File: config.mk
export PLATFORM = sky130hd
export DESIGN_NAME = lss_scan_ctrl
export DESIGN_NICKNAME = d
export VERILOG_FILES = /design/src/lss_scan_ctrl.v
export VERILOG_INCLUDE_DIRS = /design/src
export SDC_FILE = /design/constraint.sdc
export NUM_CORES = 1
export LEC_CHECK = 0
export BUFFER_PORTS_ARGS = -buffer_cell sky130_fd_sc_hd__buf_2
export CAP_MARGIN = 25
export CORE_UTILIZATION = 55
export DETAILED_ROUTE_END_ITERATION = 6
export PLACE_DENSITY_LB_ADDON = 0.3
export SLEW_MARGIN = 15
export SYNTH_ARGS = -nofsm -noshare
export SYNTH_HDL_FRONTEND = slang
export SYNTH_SLANG_ARGS = --single-unit
File: constraint.sdc
create_clock -name clk -period 3.7 [get_ports clk]
set_input_delay 0.185 -clock clk [delete_from_list [all_inputs] [get_ports clk]]
set_output_delay 0.185 -clock clk [all_outputs]
set_load 0.02 [all_outputs]
File: src/lss_regs.vh
// Purpose: Register offsets, field positions, reset values and timing counts
//          for the display scan controller.
// Assumes: Byte addresses are four times the register index.
// Notes:   Definitions only.
`ifndef LSS_REGS_VH
`define LSS_REGS_VH

// ==========================================================================
// Register indices and address width
// ==========================================================================
`define LSS_IDX_IRQ_STATUS 8'hae
`define LSS_IDX_SCAN_RUN 8'haf
`define LSS_IDX_DISP_CTRL 8'hb1
`define LSS_IDX_MODE_CFG 8'hb2
`define LSS_IDX_IRQ_MASK 8'hc0
`define LSS_IDX_SCAN_WIDTH 8'hb3
`define LSS_IDX_GPIO_COM 8'hc1
`define LSS_ADDR_W 10

// ==========================================================================
// Field positions
// ==========================================================================
`define LSS_BIT_LED_FLAG 0
`define LSS_BIT_LCD_FLAG 1
`define LSS_BIT_RUN 0
`define LSS_BIT_COM_LOCK 0
`define LSS_BIT_REPEAT 1
`define LSS_BIT_TYPE 2
`define LSS_DUTY_LSB 3
`define LSS_DUTY_MSB 5
`define LSS_BIT_PINS_EN 6
`define LSS_BIT_LED_STYLE 7

// ==========================================================================
// Reset values
// ==========================================================================
`define LSS_RST_REG8 8'h00

// ==========================================================================
// Timing: one scan slot is (width+1) ticks of one microsecond base.
// ==========================================================================
`define LSS_CLK_MHZ 100
`define LSS_TICK_US 1
`define LSS_TICK_CYC (`LSS_CLK_MHZ * `LSS_TICK_US)

`endif

File: src/lss_scan_ctrl.v
// Purpose: Control, status and pin sequencer of an LCD / LED matrix scanner.
// Assumes: AXI4-Lite slave, 32-bit data, registers in low byte of a word.
// Notes:   One clock, synchronous active-high reset.
//
// The AXI4-Lite register port was left to the implementer.
`timescale 1ns/1ns
`include "lss_regs.vh"

module lss_scan_ctrl (
    // Clock and reset
    input wire clk,
    input wire reset,
    // AXI4-Lite write address and data
    input wire [`LSS_ADDR_W-1:0] s_axi_awaddr,
    input wire s_axi_awvalid,
    output wire s_axi_awready,
    input wire [31:0] s_axi_wdata,
    input wire [3:0] s_axi_wstrb,
    input wire s_axi_wvalid,
    output wire s_axi_wready,
    // AXI4-Lite write response
    output wire [1:0] s_axi_bresp,
    output wire s_axi_bvalid,
    input wire s_axi_bready,
    // AXI4-Lite read
    input wire [`LSS_ADDR_W-1:0] s_axi_araddr,
    input wire s_axi_arvalid,
    output wire s_axi_arready,
    output wire [31:0] s_axi_rdata,
    output wire [1:0] s_axi_rresp,
    output wire s_axi_rvalid,
    input wire s_axi_rready,
    // Display pins
    output wire [7:0] comOut,
    output wire [7:0] comOe,
    output wire [27:0] segOut,
    output wire [27:0] segOe,
    // Interrupt and status
    output wire irq,
    output wire scanActive
);

    // ======================================================================
    // Register storage
    // ======================================================================
    reg [7:0] statusQ;
    reg [7:0] maskQ;
    reg runQ;
    reg [7:0] dispQ;
    reg [7:0] modeQ;
    reg [7:0] widthQ;
    reg [7:0] gpioQ;
    reg awHeldQ;
    reg wHeldQ;
    reg [`LSS_ADDR_W-1:0] awAddrQ;
    reg [31:0] wDataQ;
    reg [3:0] wStrbQ;
    reg bValidQ;
    reg [1:0] bRespQ;
    reg rValidQ;
    reg [31:0] rDataQ;
    reg [1:0] rRespQ;
    // One-cycle pulse at the end of a full pass, read by the run register.
    reg passEnd;

    // Decoded configuration fields.
    wire pinsEn = dispQ[`LSS_BIT_PINS_EN];
    wire ledSel = dispQ[`LSS_BIT_TYPE];
    wire repeatSel = dispQ[`LSS_BIT_REPEAT];
    wire comLock = dispQ[`LSS_BIT_COM_LOCK];
    wire [2:0] duty = dispQ[`LSS_DUTY_MSB:`LSS_DUTY_LSB];
    wire dotMode = modeQ[`LSS_BIT_LED_STYLE];

    // ======================================================================
    // AXI4-Lite handshake
    // ======================================================================
    // Address and data are latched in either order; the write fires when
    // both are held or taken that cycle and no response is pending.
    assign s_axi_awready = !awHeldQ && !bValidQ;
    assign s_axi_wready = !wHeldQ && !bValidQ;
    assign s_axi_bvalid = bValidQ;
    assign s_axi_bresp = bRespQ;
    assign s_axi_arready = !rValidQ;
    assign s_axi_rvalid = rValidQ;
    assign s_axi_rdata = rDataQ;
    assign s_axi_rresp = rRespQ;

    wire [`LSS_ADDR_W-1:0] wrAddr = s_axi_awvalid && s_axi_awready ?
        s_axi_awaddr : awAddrQ;
    wire [31:0] wrData = s_axi_wvalid && s_axi_wready ? s_axi_wdata : wDataQ;
    wire [3:0] wrStrb = s_axi_wvalid && s_axi_wready ? s_axi_wstrb : wStrbQ;
    wire haveAw = awHeldQ || (s_axi_awvalid && s_axi_awready);
    wire haveW = wHeldQ || (s_axi_wvalid && s_axi_wready);
    wire wrFire = haveAw && haveW && !bValidQ;
    wire [7:0] wrIdx = wrAddr[`LSS_ADDR_W-1:2];
    wire wrByte = wrFire && wrStrb[0];
    wire wrStatus = wrByte && wrIdx == `LSS_IDX_IRQ_STATUS;
    wire wrRun = wrByte && wrIdx == `LSS_IDX_SCAN_RUN;
    wire [7:0] rdIdx = s_axi_araddr[`LSS_ADDR_W-1:2];
    wire rdFire = s_axi_arvalid && s_axi_arready;

    // Decode whether a write or read index maps to a register.
    function known;
        input [7:0] idx;
        begin
            known = idx == `LSS_IDX_IRQ_STATUS || idx == `LSS_IDX_SCAN_RUN ||
                idx == `LSS_IDX_DISP_CTRL || idx == `LSS_IDX_MODE_CFG ||
                idx == `LSS_IDX_IRQ_MASK || idx == `LSS_IDX_SCAN_WIDTH ||
                idx == `LSS_IDX_GPIO_COM;
        end
    endfunction

    // Channel bookkeeping and write response.
    always @(posedge clk) begin
        if (reset) begin
            awHeldQ <= 1'b0;
            wHeldQ <= 1'b0;
            awAddrQ <= {`LSS_ADDR_W{1'b0}};
            wDataQ <= 32'h0;
            wStrbQ <= 4'h0;
            bValidQ <= 1'b0;
            bRespQ <= 2'h0;
        end else begin
            if (s_axi_awvalid && s_axi_awready) begin
                awAddrQ <= s_axi_awaddr;
            end
            if (s_axi_wvalid && s_axi_wready) begin
                wDataQ <= s_axi_wdata;
                wStrbQ <= s_axi_wstrb;
            end
            if (wrFire) begin
                awHeldQ <= 1'b0;
                wHeldQ <= 1'b0;
                bValidQ <= 1'b1;
                bRespQ <= known(wrIdx) ? 2'h0 : 2'h2;
            end else begin
                awHeldQ <= haveAw;
                wHeldQ <= haveW;
                if (bValidQ && s_axi_bready) begin
                    bValidQ <= 1'b0;
                end
            end
        end
    end

    // Read data path; unmapped addresses answer SLVERR with zero data.
    always @(posedge clk) begin
        if (reset) begin
            rValidQ <= 1'b0;
            rDataQ <= 32'h0;
            rRespQ <= 2'h0;
        end else if (rdFire) begin
            rValidQ <= 1'b1;
            rRespQ <= known(rdIdx) ? 2'h0 : 2'h2;
            case (rdIdx)
                `LSS_IDX_IRQ_STATUS: rDataQ <= {24'h0, statusQ};
                `LSS_IDX_SCAN_RUN: rDataQ <= {31'h0, runQ};
                `LSS_IDX_DISP_CTRL: rDataQ <= {24'h0, dispQ};
                `LSS_IDX_MODE_CFG: rDataQ <= {24'h0, modeQ};
                `LSS_IDX_IRQ_MASK: rDataQ <= {24'h0, maskQ};
                `LSS_IDX_SCAN_WIDTH: rDataQ <= {24'h0, widthQ};
                `LSS_IDX_GPIO_COM: rDataQ <= {24'h0, gpioQ};
                default: rDataQ <= 32'h0;
            endcase
        end else if (rValidQ && s_axi_rready) begin
            rValidQ <= 1'b0;
        end
    end

    // ======================================================================
    // Configuration registers
    // ======================================================================
    // Read-write registers, low byte lane only; run self-clears unless repeat is set; unused bits read 0; mode, width and GPIO keep all eight.
    always @(posedge clk) begin
        if (reset) begin
            runQ <= 1'b0;
            dispQ <= `LSS_RST_REG8;
            modeQ <= `LSS_RST_REG8;
            maskQ <= `LSS_RST_REG8;
            widthQ <= `LSS_RST_REG8;
            gpioQ <= `LSS_RST_REG8;
        end else begin
            if (wrRun) begin
                runQ <= wrData[`LSS_BIT_RUN];
            end else if (passEnd && !repeatSel) begin
                runQ <= 1'b0;
            end
            if (wrByte && wrIdx == `LSS_IDX_DISP_CTRL) begin
                dispQ <= {1'b0, wrData[6:0]};
            end
            if (wrByte && wrIdx == `LSS_IDX_MODE_CFG) begin
                modeQ <= wrData[7:0];
            end
            if (wrByte && wrIdx == `LSS_IDX_IRQ_MASK) begin
                maskQ <= {6'h0, wrData[1:0]};
            end
            if (wrByte && wrIdx == `LSS_IDX_SCAN_WIDTH) begin
                widthQ <= wrData[7:0];
            end
            if (wrByte && wrIdx == `LSS_IDX_GPIO_COM) begin
                gpioQ <= wrData[7:0];
            end
        end
    end

    // ======================================================================
    // Scan sequencer
    // ======================================================================
    reg [6:0] tickCntQ;
    reg [7:0] slotCntQ;
    reg [3:0] phaseQ;
    localparam [6:0] TICK_LAST = `LSS_TICK_CYC - 1;

    // Number of COM phases in one pass for the current mode.
    reg [3:0] numPhase;
    reg [3:0] firstPhase;
    always @* begin
        numPhase = 4'd4;
        firstPhase = 4'd0;
        if (!ledSel) begin
            case (duty)
                3'h1: numPhase = 4'd8;
                3'h3: numPhase = 4'd5;
                3'h4: numPhase = 4'd6;
                3'h5: numPhase = 4'd6;
                default: numPhase = 4'd4;
            endcase
        end else if (dotMode) begin
            numPhase = {2'b00, duty[1:0]} + 4'd4;
            if (duty[2] && duty[1:0] == 2'b00) begin
                firstPhase = 4'd3;
            end
        end else begin
            numPhase = 4'd8;
        end
    end

    wire scanOn = runQ;
    wire tick = tickCntQ == TICK_LAST;
    wire slotEnd = tick && slotCntQ == widthQ;
    wire lastPhase = phaseQ == numPhase - 4'd1;

    // Slot timer and phase counter.
    // A stopped scan holds every counter at zero, so each start begins
    // a fresh pass at the first phase.
    always @(posedge clk) begin
        if (reset || !scanOn) begin
            tickCntQ <= 7'h0;
            slotCntQ <= 8'h0;
            phaseQ <= 4'h0;
            passEnd <= 1'b0;
        end else begin
            passEnd <= 1'b0;
            tickCntQ <= tick ? 7'h0 : tickCntQ + 7'h1;
            if (tick) begin
                slotCntQ <= slotEnd ? 8'h0 : slotCntQ + 8'h1;
            end
            if (slotEnd) begin
                if (lastPhase) begin
                    phaseQ <= 4'h0;
                    passEnd <= 1'b1;
                end else begin
                    phaseQ <= phaseQ + 4'h1;
                end
            end
        end
    end

    // ======================================================================
    // Pin drive
    // ======================================================================
    wire [3:0] activeCom = (phaseQ + firstPhase) & 4'h7;
    // Row-column mode has eight phases per pass; a SEG conducts in phases
    // 0 to n, which gives it n+1 eighths of the pass.
    wire rowCol = ledSel && !dotMode;
    wire segOnTime = rowCol ? phaseQ[2:0] <= duty : 1'b1;
    reg [7:0] comDrv;
    reg [7:0] comEn;
    reg [27:0] segDrv;
    reg [27:0] segEn;
    // LCD modes enable only the COM pins that the duty code uses.
    always @* begin
        comDrv = 8'h0;
        comDrv[activeCom[2:0]] = 1'b1;
        comEn = 8'hff;
        segDrv = {28{segOnTime && (rowCol || !phaseQ[0])}};
        segEn = {4'h0, {24{1'b1}}};
        if (!ledSel) begin
            comEn = 8'hff >> (4'd8 - numPhase);
            case (duty)
                3'h2: segEn = {28{1'b1}};
                3'h3: segEn = {3'h7, 1'b0, {24{1'b1}}};
                3'h4: segEn = {2'h3, 2'h0, {24{1'b1}}};
                3'h5: segEn = {2'h3, 2'h0, {24{1'b1}}};
                default: segEn = {4'h0, {24{1'b1}}};
            endcase
        end else begin
            segEn = {20'h0, 8'hff};
        end
    end

    // Pin master switch and COM lock override.
    assign comOut = comLock ? gpioQ : (scanOn ? comDrv : 8'h0);
    assign comOe = comLock ? 8'hff : (pinsEn ? comEn : 8'h0);
    assign segOut = scanOn ? segDrv & segEn : 28'h0;
    assign segOe = pinsEn ? segEn : 28'h0;
    assign scanActive = scanOn;

    // ======================================================================
    // Status flags and interrupt
    // ======================================================================
    // Pass end sets; a zero write or a run write clears; set wins.
    wire setLcd = passEnd && !ledSel;
    wire setLed = passEnd && ledSel;
    always @(posedge clk) begin
        if (reset) begin
            statusQ <= `LSS_RST_REG8;
        end else begin
            if (setLcd) begin
                statusQ[`LSS_BIT_LCD_FLAG] <= 1'b1;
            end else if (wrRun ||
                (wrStatus && !wrData[`LSS_BIT_LCD_FLAG])) begin
                statusQ[`LSS_BIT_LCD_FLAG] <= 1'b0;
            end
            if (setLed) begin
                statusQ[`LSS_BIT_LED_FLAG] <= 1'b1;
            end else if (wrRun ||
                (wrStatus && !wrData[`LSS_BIT_LED_FLAG])) begin
                statusQ[`LSS_BIT_LED_FLAG] <= 1'b0;
            end
        end
    end

    assign irq = |(statusQ & maskQ);

endmodule

# Yosys cells after proc, flatten, opt, wreduce, memory -nomap -nowiden
# Cells that the tools add are included.
# word_totals
register_bits	115
inputBits	63
out_inout_bits	115
word_cells	163
# op_classes
add_sub_neg	7
order_cmp	3
eq_ne	22
shift	1
muxes	37
bitwise	3
reduce_logical	67
# op_table
operator	count
equality test 8 bit, second input constant	14
2-to-1 mux 28 bit	3
one-hot mux 28 bit (3 select lines)	1
2-to-1 mux 8 bit	7
one-hot mux 8 bit (7 select lines)	1
AND 28 bit	1
logical AND 1 bit	27
logical OR 1 bit	18
2-to-1 mux 1 bit	14
2-to-1 mux 4 bit	3
one-hot mux 4 bit (3 select lines)	1
logical NOT 1 bit	11
2-to-1 mux 10 bit	1
2-to-1 mux 2 bit	5
nonzero test 2 bit	5
adder 8 x 1 -> 8 bit, second input constant	1
equality test 8 bit	1
OR reduction 2 bit	4
OR reduction 8 bit	1
right shift 8 x 4 -> 8 bit, first input constant	1
adder 7 x 1 -> 7 bit, second input constant	1
equality test 7 bit, second input constant	1
equality test 3 x 2 -> 1 bit, second input constant	2
equality test 3 bit, second input constant	2
other kinds (14)	14

# Longest topological paths before layout
# logic_depth
word_depth	12
depth_mapped	10
mapped_depth_nobuf	10

# Worst setup path before layout
# No wires, ideal clock.
# synth_timing
kind	register to output
startpoint	register dispQ[4]
endpoint	output port comOut[2]
arrival_ps	2093
required_time_ps	3515
setup_slack_ps	1422
stages_incl_launch_ff	7
path_buffers	0
path_cell_list	dfxtp_1 > inv_1 > nand2_1 > nor3b_1 > ha_1 > or3b_2 > o21ai_0
# synth_via
elab_chain_len	12
elab_cells_between_ends	13
classes_between	add/sub (1); order compare (2); mux (7); reduce/logical (3)
# synth_rtl
item	line_no	source
start: declaration	lss_scan_ctrl.v:49	reg [7:0] dispQ;
start signal: assignment	lss_scan_ctrl.v:177	dispQ <= `LSS_RST_REG8;
start signal: assignment	lss_scan_ctrl.v:189	dispQ <= {1'b0, wrData[6:0]};
logical NOT 2 bit (*)	lss_scan_ctrl.v:230	if (duty[2] && duty[1:0] == 2'b00) begin
logical AND 1 bit (*)	lss_scan_ctrl.v:230	
2-to-1 mux 2 bit (*)	lss_scan_ctrl.v:230	
2-to-1 mux 2 bit (*)	lss_scan_ctrl.v:228	end else if (dotMode) begin
2-to-1 mux 2 bit (*)	lss_scan_ctrl.v:220	if (!ledSel) begin
adder 3 bit (*)	lss_scan_ctrl.v:272	wire [3:0] activeCom = (phaseQ + firstPhase) & 4'h7;
less-than comparator 3 x 4 -> 1 bit (not written as such) / >= comparator 3 x 1 -> 1 bit (equally long branches)	lss_scan_ctrl.v:284	comDrv[activeCom[2:0]] = 1'b1;
logical AND 1 bit (not written as such)	lss_scan_ctrl.v:284	
2-to-1 mux 1 bit (not written as such)	lss_scan_ctrl.v:284	
demux 1 bit (select 3 bit) (*)	lss_scan_ctrl.v:284	
2-to-1 mux 8 bit (*) (2 in a row)	lss_scan_ctrl.v:303	assign comOut = comLock ? gpioQ : (scanOn ? comDrv : 8'h0);
end: declaration	lss_scan_ctrl.v:34	output wire [7:0] comOut,
# Every way passes the cells marked *; elsewhere a longest branch is shown, timed or not.

# Final worst setup path
# layout_timing
startpoint	register dispQ[2]
endpoint	output port comOut[2]
# layout_via
elab_chain_len	8
elab_cells_between_ends	9
classes_between	add/sub (1); order compare (2); mux (5); reduce/logical (1)
# layout_rtl
item	line_no
2-to-1 mux 2 bit (*)	lss_scan_ctrl.v:220
adder 3 bit (*)	lss_scan_ctrl.v:272
less-than comparator 3 x 4 -> 1 bit (not written as such) / >= comparator 3 x 1 -> 1 bit (equally long branches)	lss_scan_ctrl.v:284
logical AND 1 bit (not written as such)	lss_scan_ctrl.v:284
2-to-1 mux 1 bit (not written as such)	lss_scan_ctrl.v:284
demux 1 bit (select 3 bit) (*)	lss_scan_ctrl.v:284
2-to-1 mux 8 bit (*) (2 in a row)	lss_scan_ctrl.v:303
# Marked as above.

==> results.sh <==
export IMPL_status="completed"
export IMPL_synth_top_area_share=0.330
export IMPL_drive_gt1_frac=0.263
export IMPL_syn_area_per_cell_um2=8.51
export IMPL_dpl_hpwl_mm=9.08
export IMPL_required_ps=3510
export IMPL_async_flop_share=0
export IMPL_rr_worst_depth=8
export IMPL_end_kind="output port"
export IMPL_crit_type="flop to output port"
export IMPL_final_nets=759
export IMPL_syn_area_um2=5270
export IMPL_clockBufferDepth=2
export IMPL_critPathMaxFanout=11
export IMPL_cts_made_buffers=9
export IMPL_routed_wirelength_mm=12.0
export IMPL_drc=0
export IMPL_postCtsSetupRepairBufs=0
export IMPL_vias=4468
export IMPL_fmax_mhz=341
export IMPL_die_x_um=99.9
export IMPL_synth_top_flop_cell="dfxtp_1"
export IMPL_slew_headroom=0.414
export IMPL_fin_hold_ws_ps=72.5
export IMPL_grt_pass1_vias=3958
export IMPL_antenna_cells=0
export IMPL_numPortBuffers=120
export IMPL_post_route_min_period_ps=2940
export IMPL_core_um2=9240
export IMPL_yosysTopAreaCell="dfxtp_1"
export IMPL_cts_tree="done"
export IMPL_reg2reg_to="phaseQ[3]$_SDFFE_PP0P_"
export IMPL_power_total_w=0.00180
export IMPL_netlist_instances=619
export IMPL_maxSlewViolCount=0
export IMPL_seq_area_frac_synth=0.330
export IMPL_synth_warnings=0
export IMPL_drtIter0Drc=193
export IMPL_hold_viol_final=0
export IMPL_min_path_type="input pin to flop"
export IMPL_clock_latency_ps=370
export IMPL_min_period_over_period=0.794
export IMPL_final_setup_skew_ps=19.3
export IMPL_routed_via_density=5.47
export IMPL_worst_pin_slew_ps=878
export IMPL_rows=35
export IMPL_cts_sinks=87
export IMPL_io_pins=178
export IMPL_ir_drop_v=0.000189
export IMPL_critical_path_arrival_ps=2750
export IMPL_grt_antenna_before_repair=0
export IMPL_hold_path_cell_count=3
export IMPL_synth_edff_count=0
export IMPL_track_usage=0.243
export IMPL_critPathLaunchType="flop"
export IMPL_holdPathEnd="awAddrQ[8]$_SDFF_PP0_"
export IMPL_htree_levels=3
export IMPL_die_area_um2=9980
export IMPL_ys_ff_latch=87
export IMPL_dr_pass1_iters=4
export IMPL_timing_setup_tns_ps=0
export IMPL_gr_total_overflow=0
export IMPL_p_leak_nw=2.63
export IMPL_r2r_slack_ps=1110
export IMPL_ant_nets=0
export IMPL_grt_start_max_net_pins=62
export IMPL_drv_cap=0
export IMPL_clk_pin_slew_ps=90
export IMPL_timing_rr_start="dispQ[2]$_SDFFE_PP0P_"
export IMPL_area_delta_synth_final_pct=8.33
export IMPL_synth_area_top_cells="dfxtp_1, buf_4, nand2_1, mux2_2, mux2i_1"
export IMPL_start_util=0.570
export IMPL_clockRootBuffer="clkbuf_8"
export IMPL_die_y_um=99.9
export IMPL_wire_per_inst_um=14.7
export IMPL_power_density_nw_per_um2=315
export IMPL_grt_pass1_wl_mm=19.1
export IMPL_min_delay_start="s_axi_awaddr[8]"
export IMPL_gp_congestion=0.872
export IMPL_setup_violations=0
export IMPL_yosys_cell_types_count=61
export IMPL_grt_setup_unrepaired="false"
worst max-delay path, stage by stage, from the launching register on:
cell     delay [ps]
dfxtp_1         570
and2_1          220
nor3b_1         360
ha_1            340
or3b_2          460
o21ai_0         230
buf_2           210
state kept, by name, summed over array words and instances (netlist names), 2 cells and up:
register and flops:
s_axi_rdata 8, gpioQ 8, maskQ 2, widthQ 8, modeQ 8, tickCntQ 7
slotCntQ 8, wDataQ 8, awAddrQ 8, statusQ 2, phaseQ 4, dispQ 7
metrics by stage:
stage | instances | util | cell area, µm² | setup WS [ps]
after floorplan | 644 | - | 5360 | 1420
final | 817 | 0.618 | 5710 | 763
after CTS | 816 | 0.616 | 5690 | 757
after detailed placement | 799 | 0.595 | 5500 | 1160
after global placement | 799 | 0.595 | 5500 | 1220
after global routing | 817 | 0.618 | 5710 | 549
Yosys cell counts (4+ instances only):
library cell / instances
and3_1: 4
o21ai_0: 19
buf_4: 73
nor2b_1: 24
xor2_1: 9
nor4_1: 4
xnor2_1: 15
nand3_1: 17
inv_1: 17
a21oi_1: 27
nand4_1: 6
clkbuf_1: 18
a22oi_1: 5
nor2_1: 45
nor3b_1: 6
dfxtp_1: 87
or2_2: 6
o22ai_1: 5
nand2b_1: 17
nor4b_1: 5
a31oi_1: 4
ha_1: 12
o211ai_1: 5
nand2_1: 63
mux2_4: 7
mux2i_1: 21
mux2_2: 19
nor3_1: 12
a22o_1: 14
power by group:
group	total (W)	switching (W)	internal (W)
registers	0.000972	0.0000149	0.000957
clock network	0.000624	0.000370	0.000255
logic	0.000204	0.000137	0.0000666
total	0.00180	0.000522	0.00128
metal layers:
layer	track usage	share of wire
met5	0	0
met3	0.0341	0.060
met4	0.0962	0.018
met1	0.307	0.44
met2	0.419	0.48
kinds of logic (layout without fill, tap and decap cells):
logic type,count (synthesis),count (layout),synth area share
XOR/XNOR,24,24,0.0399
multiplexers,47,47,0.100
buffers and inverters,114,158,0.135
AND/OR/NAND/NOR,238,238,0.245
adder cells (fa/ha/maj),13,13,0.0323
flip-flops,87,87,0.330
AO/OA/AOI/OAI,95,95,0.116
other,1,26,0.000712
layout by cell type, fill, tap and decap left out, types with 7 or more instances in the layout:
cell type,count
buf_2,120
dfxtp_1,87
nand2_1,63
nor2_1,45
a21oi_1,27
conb_1,26
nor2b_1,24
mux2i_1,21
mux2_2,19
o21ai_0,19
nand2b_1,17
nand3_1,17
inv_1,17
xnor2_1,15
a22o_1,14
nor3_1,12
ha_1,12
xor2_1,9
clkbuf_8,9
mux2_4,7
final cells by class:
class                      count  area, µm²
clock buffer                  10        128
clock inverter                 6       52.6
fill                         790       3530
inverter                      17       63.8
multi-input combinational    443       2910
sequential                    87       1740
tap                          129        161
timing repair buffer         125        653
worst max path at each step:
stage / from / endpoint / slack (ps)
floorplan: dispQ[4]$_SDFFE_PP0P_ / comOut[2] / 1420
global placement: dispQ[2]$_SDFFE_PP0P_ / phaseQ[2]$_SDFFE_PP0P_ / 1220
detailed placement: dispQ[2]$_SDFFE_PP0P_ / phaseQ[3]$_SDFFE_PP0P_ / 1160
CTS: dispQ[2]$_SDFFE_PP0P_ / comOut[2] / 760
global route: dispQ[2]$_SDFFE_PP0P_ / comOut[2] / 550
finish: dispQ[2]$_SDFFE_PP0P_ / comOut[2] / 760
repair_timing:
action,in CTS,in global routing
resized for setup,0,0
hold buffers,1,0
endpoints found under the hold margin,1,0
Note: power is estimated with default switching activity, not from simulation.
